**src/dpr_host_pkg.sv**
```systemverilog
// constants, types and register map of the dual-port ram host controller
// assumes a 100 MHz pclk and one asynchronous port of the memory on pins
`default_nettype none
package dpr_host_pkg;

  localparam int ADDR_W = 13;
  localparam int DATA_W = 9;
  localparam int CLK_PERIOD_PS = 10000;
  localparam int SYNC_STAGES = 2;

  // --------------------------------------------------------------
  // pin timing of the memory, in ns
  // --------------------------------------------------------------
  localparam int T_PWE_NS = 12;
  localparam int T_SD_NS = 10;
  localparam int T_HZWE_NS = 10;
  localparam int T_AA_NS = 15;
  localparam int T_SOP_NS = 10;

  // least time in whole cycles, never below one
  function automatic int cyc_min(input int ns);
    int c;
    c = (ns * 1000 + CLK_PERIOD_PS - 1) / CLK_PERIOD_PS;
    return (c < 1) ? 1 : c;
  endfunction

  function automatic int max2(input int a, input int b);
    return (a > b) ? a : b;
  endfunction

  typedef logic [2:0] cnt_t;
  localparam cnt_t WR_CYC =
    cnt_t'(max2(cyc_min(T_PWE_NS), cyc_min(T_HZWE_NS + T_SD_NS)));
  localparam cnt_t RD_CYC = cnt_t'(cyc_min(T_AA_NS) + SYNC_STAGES);
  localparam cnt_t REC_CYC = cnt_t'(cyc_min(T_SOP_NS));

  // --------------------------------------------------------------
  // register map (byte addresses)
  // --------------------------------------------------------------
  localparam logic [7:0] REG_CMD = 8'h00;
  localparam logic [7:0] REG_ADDR = 8'h04;
  localparam logic [7:0] REG_WDATA = 8'h08;
  localparam logic [7:0] REG_RDATA = 8'h0C;
  localparam logic [7:0] REG_STATUS = 8'h10;

  localparam int ST_ACTIVE = 0;
  localparam int ST_BUSY = 1;
  localparam int ST_MAIL = 2;
  localparam int ST_CONTENDED = 3;
  localparam int ST_REFUSED = 4;

  localparam logic [ADDR_W-1:0] MAIL_TO_RIGHT = 13'h1FFF;
  localparam logic [ADDR_W-1:0] MAIL_TO_LEFT = 13'h1FFE;

  typedef enum logic [1:0] {
    OP_MEM_RD = 2'h0,
    OP_MEM_WR = 2'h1,
    OP_TOK_WR = 2'h2,
    OP_TOK_RD = 2'h3
  } op_e;

  typedef enum logic [3:0] {
    S_IDLE = 4'h1,
    S_SETUP = 4'h2,
    S_ACCESS = 4'h4,
    S_RECOVER = 4'h8
  } state_e;

endpackage
`default_nettype wire

```
**src/pin_sync_if.sv**
```systemverilog
// raw and synchronised copies of the asynchronous memory inputs
// assumes one clock on both ends
`timescale 1ns/1ps
`default_nettype none
interface pin_sync_if;
  logic [8:0] dq_raw;
  logic busy_n_raw;
  logic int_n_raw;
  logic [8:0] dq;
  logic busy_n;
  logic int_n;
  modport top (output dq_raw, busy_n_raw, int_n_raw,
               input dq, busy_n, int_n);
  modport sync (input dq_raw, busy_n_raw, int_n_raw,
                output dq, busy_n, int_n);
endinterface
`default_nettype wire

```
**src/pin_sync.sv**
```systemverilog
// two-flop synchronisers for the memory's data, contention and mail pins
// assumes the pins are stable long enough for two pclk edges
`timescale 1ns/1ps
`default_nettype none
module pin_sync (
  // clock and reset
  input wire logic pclk,
  input wire logic presetn,
  // pins in, levels out
  pin_sync_if.sync sig
);
  logic [10:0] meta;
  logic [10:0] stable;

  always_ff @(posedge pclk or negedge presetn) begin
    if (!presetn) begin
      meta <= 11'h600;
      stable <= 11'h600;
    end else begin
      meta <= {sig.busy_n_raw, sig.int_n_raw, sig.dq_raw};
      stable <= meta;
    end
  end

  assign sig.busy_n = stable[10];
  assign sig.int_n = stable[9];
  assign sig.dq = stable[8:0];
endmodule // pin_sync
`default_nettype wire

```
**src/dpr_host.sv**
```systemverilog
// host controller for one port of an asynchronous dual-port ram
// assumes software on apb and the memory port on plain pins
`timescale 1ns/1ps
`default_nettype none
module dpr_host
  import dpr_host_pkg::*;
(
  // clock and reset
  input wire logic pclk,
  input wire logic presetn,
  // apb slave
  input wire logic psel,
  input wire logic penable,
  input wire logic pwrite,
  input wire logic [7:0] paddr,
  input wire logic [31:0] pwdata,
  output logic [31:0] prdata,
  output logic pready,
  output logic pslverr,
  // memory port
  output logic [ADDR_W-1:0] mem_addr,
  output logic [DATA_W-1:0] dq_out,
  output logic dq_oe,
  input wire logic [DATA_W-1:0] dq_in,
  output logic port_select_n,
  output logic output_gate_n,
  output logic read_write_n,
  output logic token_latch_select_n,
  input wire logic contention_n,
  input wire logic mailbox_n
);

  pin_sync_if sif ();
  assign sif.dq_raw = dq_in;
  assign sif.busy_n_raw = contention_n;
  assign sif.int_n_raw = mailbox_n;

  pin_sync u_sync (
    .pclk(pclk),
    .presetn(presetn),
    .sig(sif.sync)
  );

  state_e state;
  state_e next_state;
  op_e op;
  cnt_t cnt;
  logic [ADDR_W-1:0] addr_reg;
  logic [DATA_W-1:0] wdata_reg;
  logic [DATA_W-1:0] rdata_reg;
  logic contended;
  logic refused;
  logic take;
  logic start;
  logic is_wr;
  logic is_mem;
  logic access_end;

  // ------------------------------------------------------------
  // apb slave: one wait state, answer from a flop
  // ------------------------------------------------------------
  assign take = psel && penable && pready;
  assign start = take && pwrite && paddr == REG_CMD && state == S_IDLE;

  always_ff @(posedge pclk or negedge presetn) begin
    if (!presetn) begin
      pready <= 1'b0;
    end else begin
      pready <= psel && penable && !pready;
    end
  end

  always_ff @(posedge pclk or negedge presetn) begin
    if (!presetn) begin
      prdata <= 32'h0000_0000;
      pslverr <= 1'b0;
    end else if (psel && penable && !pready) begin
      pslverr <= 1'b0;
      unique case (paddr)
        REG_ADDR: prdata <= {19'h0, addr_reg};
        REG_WDATA: prdata <= {23'h0, wdata_reg};
        REG_RDATA: prdata <= {23'h0, rdata_reg};
        REG_STATUS: prdata <= {27'h0, refused, contended, !sif.int_n,
                               !sif.busy_n, state != S_IDLE};
        REG_CMD: prdata <= {30'h0, op};
        default: begin
          prdata <= 32'h0000_0000;
          pslverr <= 1'b1;
        end
      endcase
    end
  end

  always_ff @(posedge pclk or negedge presetn) begin
    if (!presetn) begin
      addr_reg <= 13'h0000;
      wdata_reg <= 9'h000;
      op <= OP_MEM_RD;
    end else if (take && pwrite) begin
      if (paddr == REG_ADDR) addr_reg <= pwdata[ADDR_W-1:0];
      if (paddr == REG_WDATA) wdata_reg <= pwdata[DATA_W-1:0];
      if (start) op <= op_e'(pwdata[1:0]);
    end
  end

  // refused command while busy; set wins over a write-one clear
  always_ff @(posedge pclk or negedge presetn) begin
    if (!presetn) begin
      refused <= 1'b0;
    end else if (take && pwrite && paddr == REG_CMD && state != S_IDLE) begin
      refused <= 1'b1;
    end else if (take && pwrite && paddr == REG_STATUS &&
                 pwdata[ST_REFUSED]) begin
      refused <= 1'b0;
    end
  end

  // ------------------------------------------------------------
  // pin sequencer
  // ------------------------------------------------------------
  assign is_wr = op == OP_MEM_WR || op == OP_TOK_WR;
  assign is_mem = op == OP_MEM_RD || op == OP_MEM_WR;
  assign access_end = cnt == (is_wr ? WR_CYC : RD_CYC) - 3'h1;

  always_comb begin
    next_state = state;
    unique case (state)
      S_IDLE: if (start) next_state = S_SETUP;
      // a write on a contended location is held off until released
      S_SETUP: if (!(op == OP_MEM_WR && !sif.busy_n))
        next_state = S_ACCESS;
      S_ACCESS: if (access_end) next_state = S_RECOVER;
      // selects stay high for the flag update pulse before any new access
      S_RECOVER: if (cnt == REC_CYC - 3'h1) next_state = S_IDLE;
      default: next_state = S_IDLE;
    endcase
  end

  always_ff @(posedge pclk or negedge presetn) begin
    if (!presetn) begin
      state <= S_IDLE;
      cnt <= 3'h0;
    end else begin
      state <= next_state;
      cnt <= (next_state != state) ? 3'h0 : cnt + 3'h1;
    end
  end

  // pins follow the next state so each one is a plain flop
  always_ff @(posedge pclk or negedge presetn) begin
    if (!presetn) begin
      mem_addr <= 13'h0000;
      dq_out <= 9'h000;
      dq_oe <= 1'b0;
      port_select_n <= 1'b1;
      output_gate_n <= 1'b1;
      read_write_n <= 1'b1;
      token_latch_select_n <= 1'b1;
    end else begin
      if (next_state == S_SETUP) begin
        mem_addr <= addr_reg;
        dq_out <= wdata_reg;
      end
      // write strobe is the overlap of select and read_write_n
      read_write_n <= !(next_state == S_ACCESS && is_wr);
      port_select_n <= !(next_state == S_ACCESS && is_mem);
      token_latch_select_n <= !(next_state == S_ACCESS && !is_mem);
      // gate held high on writes, so the shortest pulse suffices
      output_gate_n <= !(next_state == S_ACCESS && !is_wr);
      // data held through the edge where the write ends
      dq_oe <= is_wr && (next_state == S_ACCESS ||
                         next_state == S_RECOVER);
    end
  end

  // token value appears on every line; bit zero alone is kept
  always_ff @(posedge pclk or negedge presetn) begin
    if (!presetn) begin
      rdata_reg <= 9'h000;
    end else if (state == S_ACCESS && access_end && !is_wr) begin
      rdata_reg <= is_mem ? sif.dq : {8'h00, sif.dq[0]};
    end
  end

  always_ff @(posedge pclk or negedge presetn) begin
    if (!presetn) begin
      contended <= 1'b0;
    end else if (state == S_ACCESS && is_mem && !sif.busy_n) begin
      contended <= 1'b1;
    end else if (start) begin
      contended <= 1'b0;
    end
  end
endmodule // dpr_host
`default_nettype wire

```
**config.mk**
```make
export PLATFORM = sky130hd
export DESIGN_NAME = dpr_host
export DESIGN_NICKNAME = d
export VERILOG_FILES = /design/src/dpr_host_pkg.sv /design/src/pin_sync_if.sv /design/src/pin_sync.sv /design/src/dpr_host.sv
export SDC_FILE = /design/constraint.sdc
export NUM_CORES = 1
export LEC_CHECK = 0
export ABC_AREA = 0
export ABC_CLOCK_PERIOD_IN_PS = 3090
export CORE_ASPECT_RATIO = 0.8
export CORE_MARGIN = 2
export CORE_UTILIZATION = 50
export CTS_BUF_LIST = sky130_fd_sc_hd__clkbuf_8
export CTS_CLUSTER_SIZE = 14
export DETAILED_ROUTE_END_ITERATION = 10
export DONT_BUFFER_PORTS = 1
export HOLD_SLACK_MARGIN = 0.05
export PLACE_DENSITY_LB_ADDON = 0.08
export SLEW_MARGIN = 20
export SYNTH_ARGS = -nofsm -noshare
export SYNTH_HDL_FRONTEND = slang
export SYNTH_HIERARCHICAL = 1
export SYNTH_SLANG_ARGS = --single-unit
```
**constraint.sdc**
```tcl
create_clock -name pclk -period 3.09 [get_ports pclk]
set_input_delay 0 -clock pclk [delete_from_list [all_inputs] [get_ports pclk]]
set_output_delay 0 -clock pclk [all_outputs]
set_load 0.05 [all_outputs]
```
* After elaboration in Yosys (flattened, before gate mapping)
Index checks and enable logic that the tools add are counted.
Widths: inputs -> output; s select.
** Word-level totals
- Register bits :: 125
- Latch bits :: 0
- Memory bits (writable) :: 0
- Memory bits (read-only) :: 0
- Memories :: 0
** Operators by class
- Add/subtract/negate cells :: 2
- Multiply operators :: 0
- Divide/modulo/power cells :: 0
- $lt $le $gt $ge :: 0
- Equality and inequality tests :: 16
- Shifts and indexed selects :: 0
- Multiplexer cells :: 14
- Bitwise operators :: 0
- Reduce and logical (&&, ||, !) cells :: 40
** Operators by type and width (number)
- $pmux 13 s5 :: 1
- $logic_and 1x1->1 :: 19
- $eq 8x4->1 const B :: 2
- $mux 4 :: 4
- $pmux 4 s4 :: 1
- $logic_not 1->1 :: 9
- $mux 9 :: 1
- $eq 4x2->1 const B :: 2
- $eq 4x3->1 const B :: 2
- $eq 4x4->1 const B :: 2
- $eq 8x3->1 const B :: 1
- $eq 8x5->1 const B :: 1
- $logic_not 8->1 :: 1
- $mux 3 :: 2
- $reduce_and 2->1 :: 3
- $mux 1 :: 5
- $reduce_or 5->1 :: 1
- $eq 4x1->1 const B :: 1
- $ne 4x1->1 const B :: 1
- $ne 4x4->1 :: 1
- $reduce_bool 2->1 :: 2
- $add 3x1->3 const B :: 1
- $eq 3x3->1 :: 1
- $logic_not 3->1 :: 1
- other kinds (5) :: 7

* Logic depth before layout (Yosys ltp)
- Depth after elaboration :: 10
- Depth in mapped cells :: 7
- Mapped depth without buffers :: 6

* Cells and area by module
The synthesis kept the hierarchy.
** By module, submodules not included
- dpr_host :: times used 1, cells an instance 315, area an instance 3907.5 um^2, sequential area each 2108.3 um^2
- pin_sync :: times used 1, cells an instance 22, area an instance 555.5 um^2, sequential area each 555.5 um^2

* Worst setup path after synthesis
No wires, ideal clock.
- Kind :: reg-to-reg
- Start point :: register op[1]
- End point :: register port_select_n
- Setup time :: 0.105 ns
- Arrival :: 1.860 ns
- Required time :: 2.985 ns
- Slack :: 1.124 ns
- Cell stages (with the launch flop) :: 7
- Path buffers :: 0
- Clock period less this slack :: 1.966 ns
- Cell sequence :: dfrtp_1 > clkinv_1 > ha_1 > xor2_1 > a211o_1 > a211oi_1 > o21ai_0
** Between the ends
- Longest elaborated chain between the ends :: 10
** Ends and longest elaborated chain
- start, declared :: RTL line dpr_host.sv:46 : op_e op;
- start signal, assigned :: RTL line dpr_host.sv:102 : if (start) op <= op_e'(pwdata[1:0]);
- $eq 2x1->1 / $eq 2x2->1 (equally long branches) :: RTL line dpr_host.sv:121, dpr_host.sv:130
- $logic_or 1x1->1 :: RTL line dpr_host.sv:121 : assign is_wr = op == OP_MEM_WR || op == OP_TOK_WR;
- $mux 3 :: RTL line dpr_host.sv:123 : assign access_end = cnt == (is_wr ? WR_CYC : RD_CYC) - 3'h1;
- $sub 3x1->3 :: RTL line dpr_host.sv:123
- $eq 3x3->1 :: RTL line dpr_host.sv:123
- $mux 4 :: RTL line dpr_host.sv:132 : S_ACCESS: if (access_end) next_state = S_RECOVER;
- $pmux 4 s4 (*) :: RTL line dpr_host.sv:127 : unique case (state)
- net next_state[2] :: RTL line dpr_host.sv:45 : state_e next_state;
- $eq 4x3->1 (*) :: RTL line dpr_host.sv:166 : port_select_n <= !(next_state == S_ACCESS && is_mem);
- $logic_and 1x1->1 (*) :: RTL line dpr_host.sv:166
- $logic_not 1->1 (*) :: RTL line dpr_host.sv:166
- end signal, assigned :: RTL line dpr_host.sv:166
- end, declared :: RTL line dpr_host.sv:25 : output logic port_select_n,
The timed path passes the listed nets; every way through them passes the cells marked *.
A chain may end at the register's enable or synchronous reset.

* Worst setup path after layout
- Start point :: input port paddr[6]
- End point :: register wdata_reg[3]
** Between the ends
- Longest elaborated chain between the ends :: 2
** Ends and longest elaborated chain
- start, declared :: RTL line dpr_host.sv:15 : input wire logic [7:0] paddr,
- $eq 8x4->1 :: RTL line dpr_host.sv:101 : if (paddr == REG_WDATA) wdata_reg <= pwdata[DATA_W-1:0];
- $reduce_and 2->1 (no source line)
- end signal, assigned :: RTL line dpr_host.sv:101
- end, declared :: RTL line dpr_host.sv:49 : logic [DATA_W-1:0] wdata_reg;
Every way passes these cells.

==> impl_metrics.sql <==
INSERT INTO impl_metrics (metric_group, metric, value, unit) VALUES
('clock_network', 'clkSinkCount', '106', ''),
('critical_path', 'cp_max_fo', '9', ''),
('synth', 'seq_area_frac_synth', '0.597', ''),
('power_and_ir_drop', 'seq_power_share', '0.587', ''),
('drt', 'wl', '8750', 'um'),
('critical_path', 'timing.critical_path.cells', 'dlygate4sd3_1 -> nor4_4 -> dlygate4sd3_1 -> nand3_2 -> or3b_1 -> mux2_4', ''),
('die', 'chipHeight', '88.5', 'um'),
('clock_network', 'cts_post_setup_buffers_inserted', '0', ''),
('run', 'cap_viol_max_count', '0', ''),
('global_route', 'overflow', '0', ''),
('global_route', 'antenna_found_initial', '0', ''),
('synth', 'netlist-cell-type-count', '56', ''),
('drt', 'drt.antenna.violating_nets', '0', ''),
('clock_network', 'tritoncts.num_buffers', '9', ''),
('critical_path', 'startpoint_type', 'primary input', ''),
('die', 'initial_core_util', '0.521', ''),
('power_and_ir_drop', 'final_total_pwr', '0.00248', 'W'),
('clock_network', 'cts_repair_resize_count', '0', ''),
('timing', 'clock-skew-final', '0.0176', 'ns'),
('drt', 'routed_via_density', '5.42', ''),
('clock_network', 'clockRootBuffer', 'sky130_fd_sc_hd__clkbuf_8', ''),
('timing', 'hold_slack', '0.0660', 'ns'),
('critical_path', 'rr_worst_depth', '6', ''),
('timing', 'setup_total_negative_slack', '0', 'ns'),
('timing', 'fmax', '385', 'MHz'),
('critical_path', 'critical_path_required', '3.34', 'ns'),
('synth', 'postSynthCellCount', '337', ''),
('power_and_ir_drop', 'power.share.switching', '0.262', ''),
('critical_path', 'worst-r2r-setup-slack', '0.63', 'ns'),
('synth', 'ys_dominant_reg_cell', 'sky130_fd_sc_hd__dfrtp_1', ''),
('critical_path', 'critical_path_depth', '6', ''),
('clock_network', 'clk_latency', '0.38', 'ns'),
('critical_path', 'critical_path.reg2reg.startpoint', 'op[1]$_DFFE_PN0P_', ''),
('die', 'placementRows', '30', ''),
('final_layout', 'finish.utilization', '0.587', ''),
('clock_network', 'clock_tree.htree_level_count', '3', ''),
('critical_path', 'destination_of_the_critical_timing_path', 'wdata_reg[3]$_DFFE_PN0P_', ''),
('global_route', 'via_count_of_the_first_global_routing_pass', '2670', ''),
('timing', 'postLayoutSetupSlackWorst', '0.491', 'ns'),
('critical_path', 'cpLargestDelayFamily', 'buffers and inverters', ''),
('timing', 'setup_repair_after_global_routing_missed_its_margin', 'false', ''),
('placed_design', 'dpl_hpwl', '5670', 'um'),
('timing', 'setup_viol', '0', ''),
('clock_network', 'cts_buffer_depth', '2', ''),
('global_route', 'grt_first_pass_wirelength', '14000', 'um'),
('final_layout', 'post_route_cells_drive_above_1_share', '0.252', ''),
('power_and_ir_drop', 'clkPwrFrac', '0.338', ''),
('critical_path', 'crit_buf_inv', '2', ''),
('drt', 'drc_errors', '0', ''),
('die', 'pin_count', '117', ''),
('drt', 'avgRoutedWirePerCell', '17.9', 'um'),
('timing', 'timing_worst_slew_pin_value', '0.729', 'ns'),
('clock_network', 'tritoncts', 'done', ''),
('power_and_ir_drop', 'static-leakage-power', '2.36', 'nW'),
('global_route', 'pin_count_of_the_biggest_net_entering_global_routing', '107', ''),
('power_and_ir_drop', 'power-per-cell-area', '493', 'nW/um^2'),
('synth', 'postSynthAreaPerCell', '13.2', 'sq um'),
('timing', 'final-hold-violation-count', '0', ''),
('drt', 'dr.first_iter.drc_count', '112', ''),
('final_layout', 'synthesis_to_layout_area_growth', '12.6', '%'),
('drt', 'dr_total_vias', '2651', ''),
('run_status', 'status', 'complete, no violations', ''),
('synth', 'syn_std_cell_area', '4460', 'sq um'),
('critical_path', 'timing.critical_path.from', 'paddr[6]', ''),
('placed_design', 'place_congestion', '0.729', ''),
('critical_path', 'critical-path-max-stage-delay', '0.71', 'ns'),
('synth', 'share_of_flip_flops_with_an_asynchronous_set_or_reset', '1.00', ''),
('worst_hold_path', 'hp-class', 'primary input to register', ''),
('critical_path', 'timing.setup.critical_path_class', 'primary input to register', ''),
('die', 'die_w', '110', 'um'),
('clock_network', 'clk_pin_slew', '0.10', 'ns');
## layer usage
layer,track usage,wire length [um],part of all wire
met5,0,0,0
met4,0.0449,29,0.0033
met3,0.0817,651,0.074
met2,0.295,4090,0.47
met1,0.269,3990,0.46
## synth_stat cells, drive strengths merged, types with 2 or more instances
| master | count | area share |
|---|---|---|
| o21ai | 18 | 0.020 |
| and2 | 3 | 0.0045 |
| nor4 | 3 | 0.011 |
| nor3 | 5 | 0.0056 |
| nand4b | 2 | 0.0039 |
| clkinv | 2 | 0.0017 |
| a22oi | 4 | 0.0067 |
| nand4 | 2 | 0.0028 |
| ha | 4 | 0.011 |
| mux2i | 3 | 0.0067 |
| nand2 | 29 | 0.025 |
| inv | 7 | 0.0059 |
| nor2 | 8 | 0.0067 |
| xor2 | 2 | 0.0039 |
| a221oi | 2 | 0.0039 |
| a22o | 10 | 0.020 |
| nand2b | 2 | 0.0028 |
| o211ai | 3 | 0.0050 |
| buf | 27 | 0.045 |
| dfrtp | 97 | 0.54 |
| mux2 | 53 | 0.14 |
| o21a | 3 | 0.0050 |
| clkbuf | 4 | 0.0034 |
| nor2b | 3 | 0.0042 |
| dfstp | 9 | 0.053 |
| a41oi | 2 | 0.0039 |
| and3 | 2 | 0.0034 |
| nand3 | 7 | 0.0090 |
| and4 | 2 | 0.0039 |
| nor4b | 3 | 0.0059 |
## cell families (layout without fill, tap and decap cells)
family | after synthesis | count (layout) | synth area share
adder cells (fa/ha/maj) | 4 | 4 | 0.0112
buffers and inverters | 40 | 62 | 0.0563
multiplexers | 56 | 56 | 0.148
other | 1 | 19 | 0.000840
AND/OR/NAND/NOR | 76 | 76 | 0.0981
flip-flops | 106 | 106 | 0.597
XOR/XNOR | 3 | 3 | 0.00589
AO/OA/AOI/OAI | 51 | 51 | 0.0827
## worst min path at each step
stage              from                  endpoint  cells past startpoint
6_report       paddr[0]       refused$_DFFE_PN0P_                      4
2_1_floorplan   presetn   addr_reg[0]$_DFFE_PN0P_                      0
3_5_place_dp    presetn  u_sync/meta[7]$_DFF_PN0_                      0
5_1_grt        paddr[0]       refused$_DFFE_PN0P_                      4
4_1_cts        paddr[0]       refused$_DFFE_PN0P_                      4
3_3_place_gp    presetn  u_sync/meta[6]$_DFF_PN0_                      0
## worst reg2reg max path, delay by kind of cell (launching register included)
family / cells / cell delay (ns)
buf+inv: 1 / 0.25
fa+ha+maj: 1 / 0.45
xor+xnor: 1 / 0.22
compound gates: 3 / 1.02
flops: 1 / 0.39
## final cells by class
cell class / instances / area [sq um]
flip-flops and latches: 106 / 2660
repair buffers: 37 / 378
well taps: 112 / 140
clock inverters: 5 / 43.8
multi-input cells: 209 / 1620
inverters: 9 / 33.8
fillers: 727 / 3530
clock buffers: 11 / 151
## power by group through the flow
| stage | Clock [W] | Combinational [W] | Sequential [W] |
|---|---|---|---|
| 6_report | 0.000837 | 0.000185 | 0.00145 |
| 5_1_grt | 0.000934 | 0.000203 | 0.00146 |
| 3_5_place_dp | 0 | 0.000116 | 0.00148 |
| 4_1_cts | 0.000866 | 0.000187 | 0.00145 |
| 2_1_floorplan | 0 | 0.000124 | 0.00148 |
| 3_3_place_gp | 0 | 0.000114 | 0.00148 |
## what timing repair did
action	4_1_cts	5_1_grt
endpoints found under the setup margin	0	0
endpoints found under the hold margin	152	0
hold buffers	33	0
## metrics by stage
step / std cells / instance area [sq um]
6_report: 489 / 5030
2_1_floorplan: 355 / 4530
3_3_place_gp: 440 / 4480
5_1_grt: 489 / 5030
3_5_place_dp: 440 / 4480
4_1_cts: 489 / 5030
(Power assumes the default switching activity.)
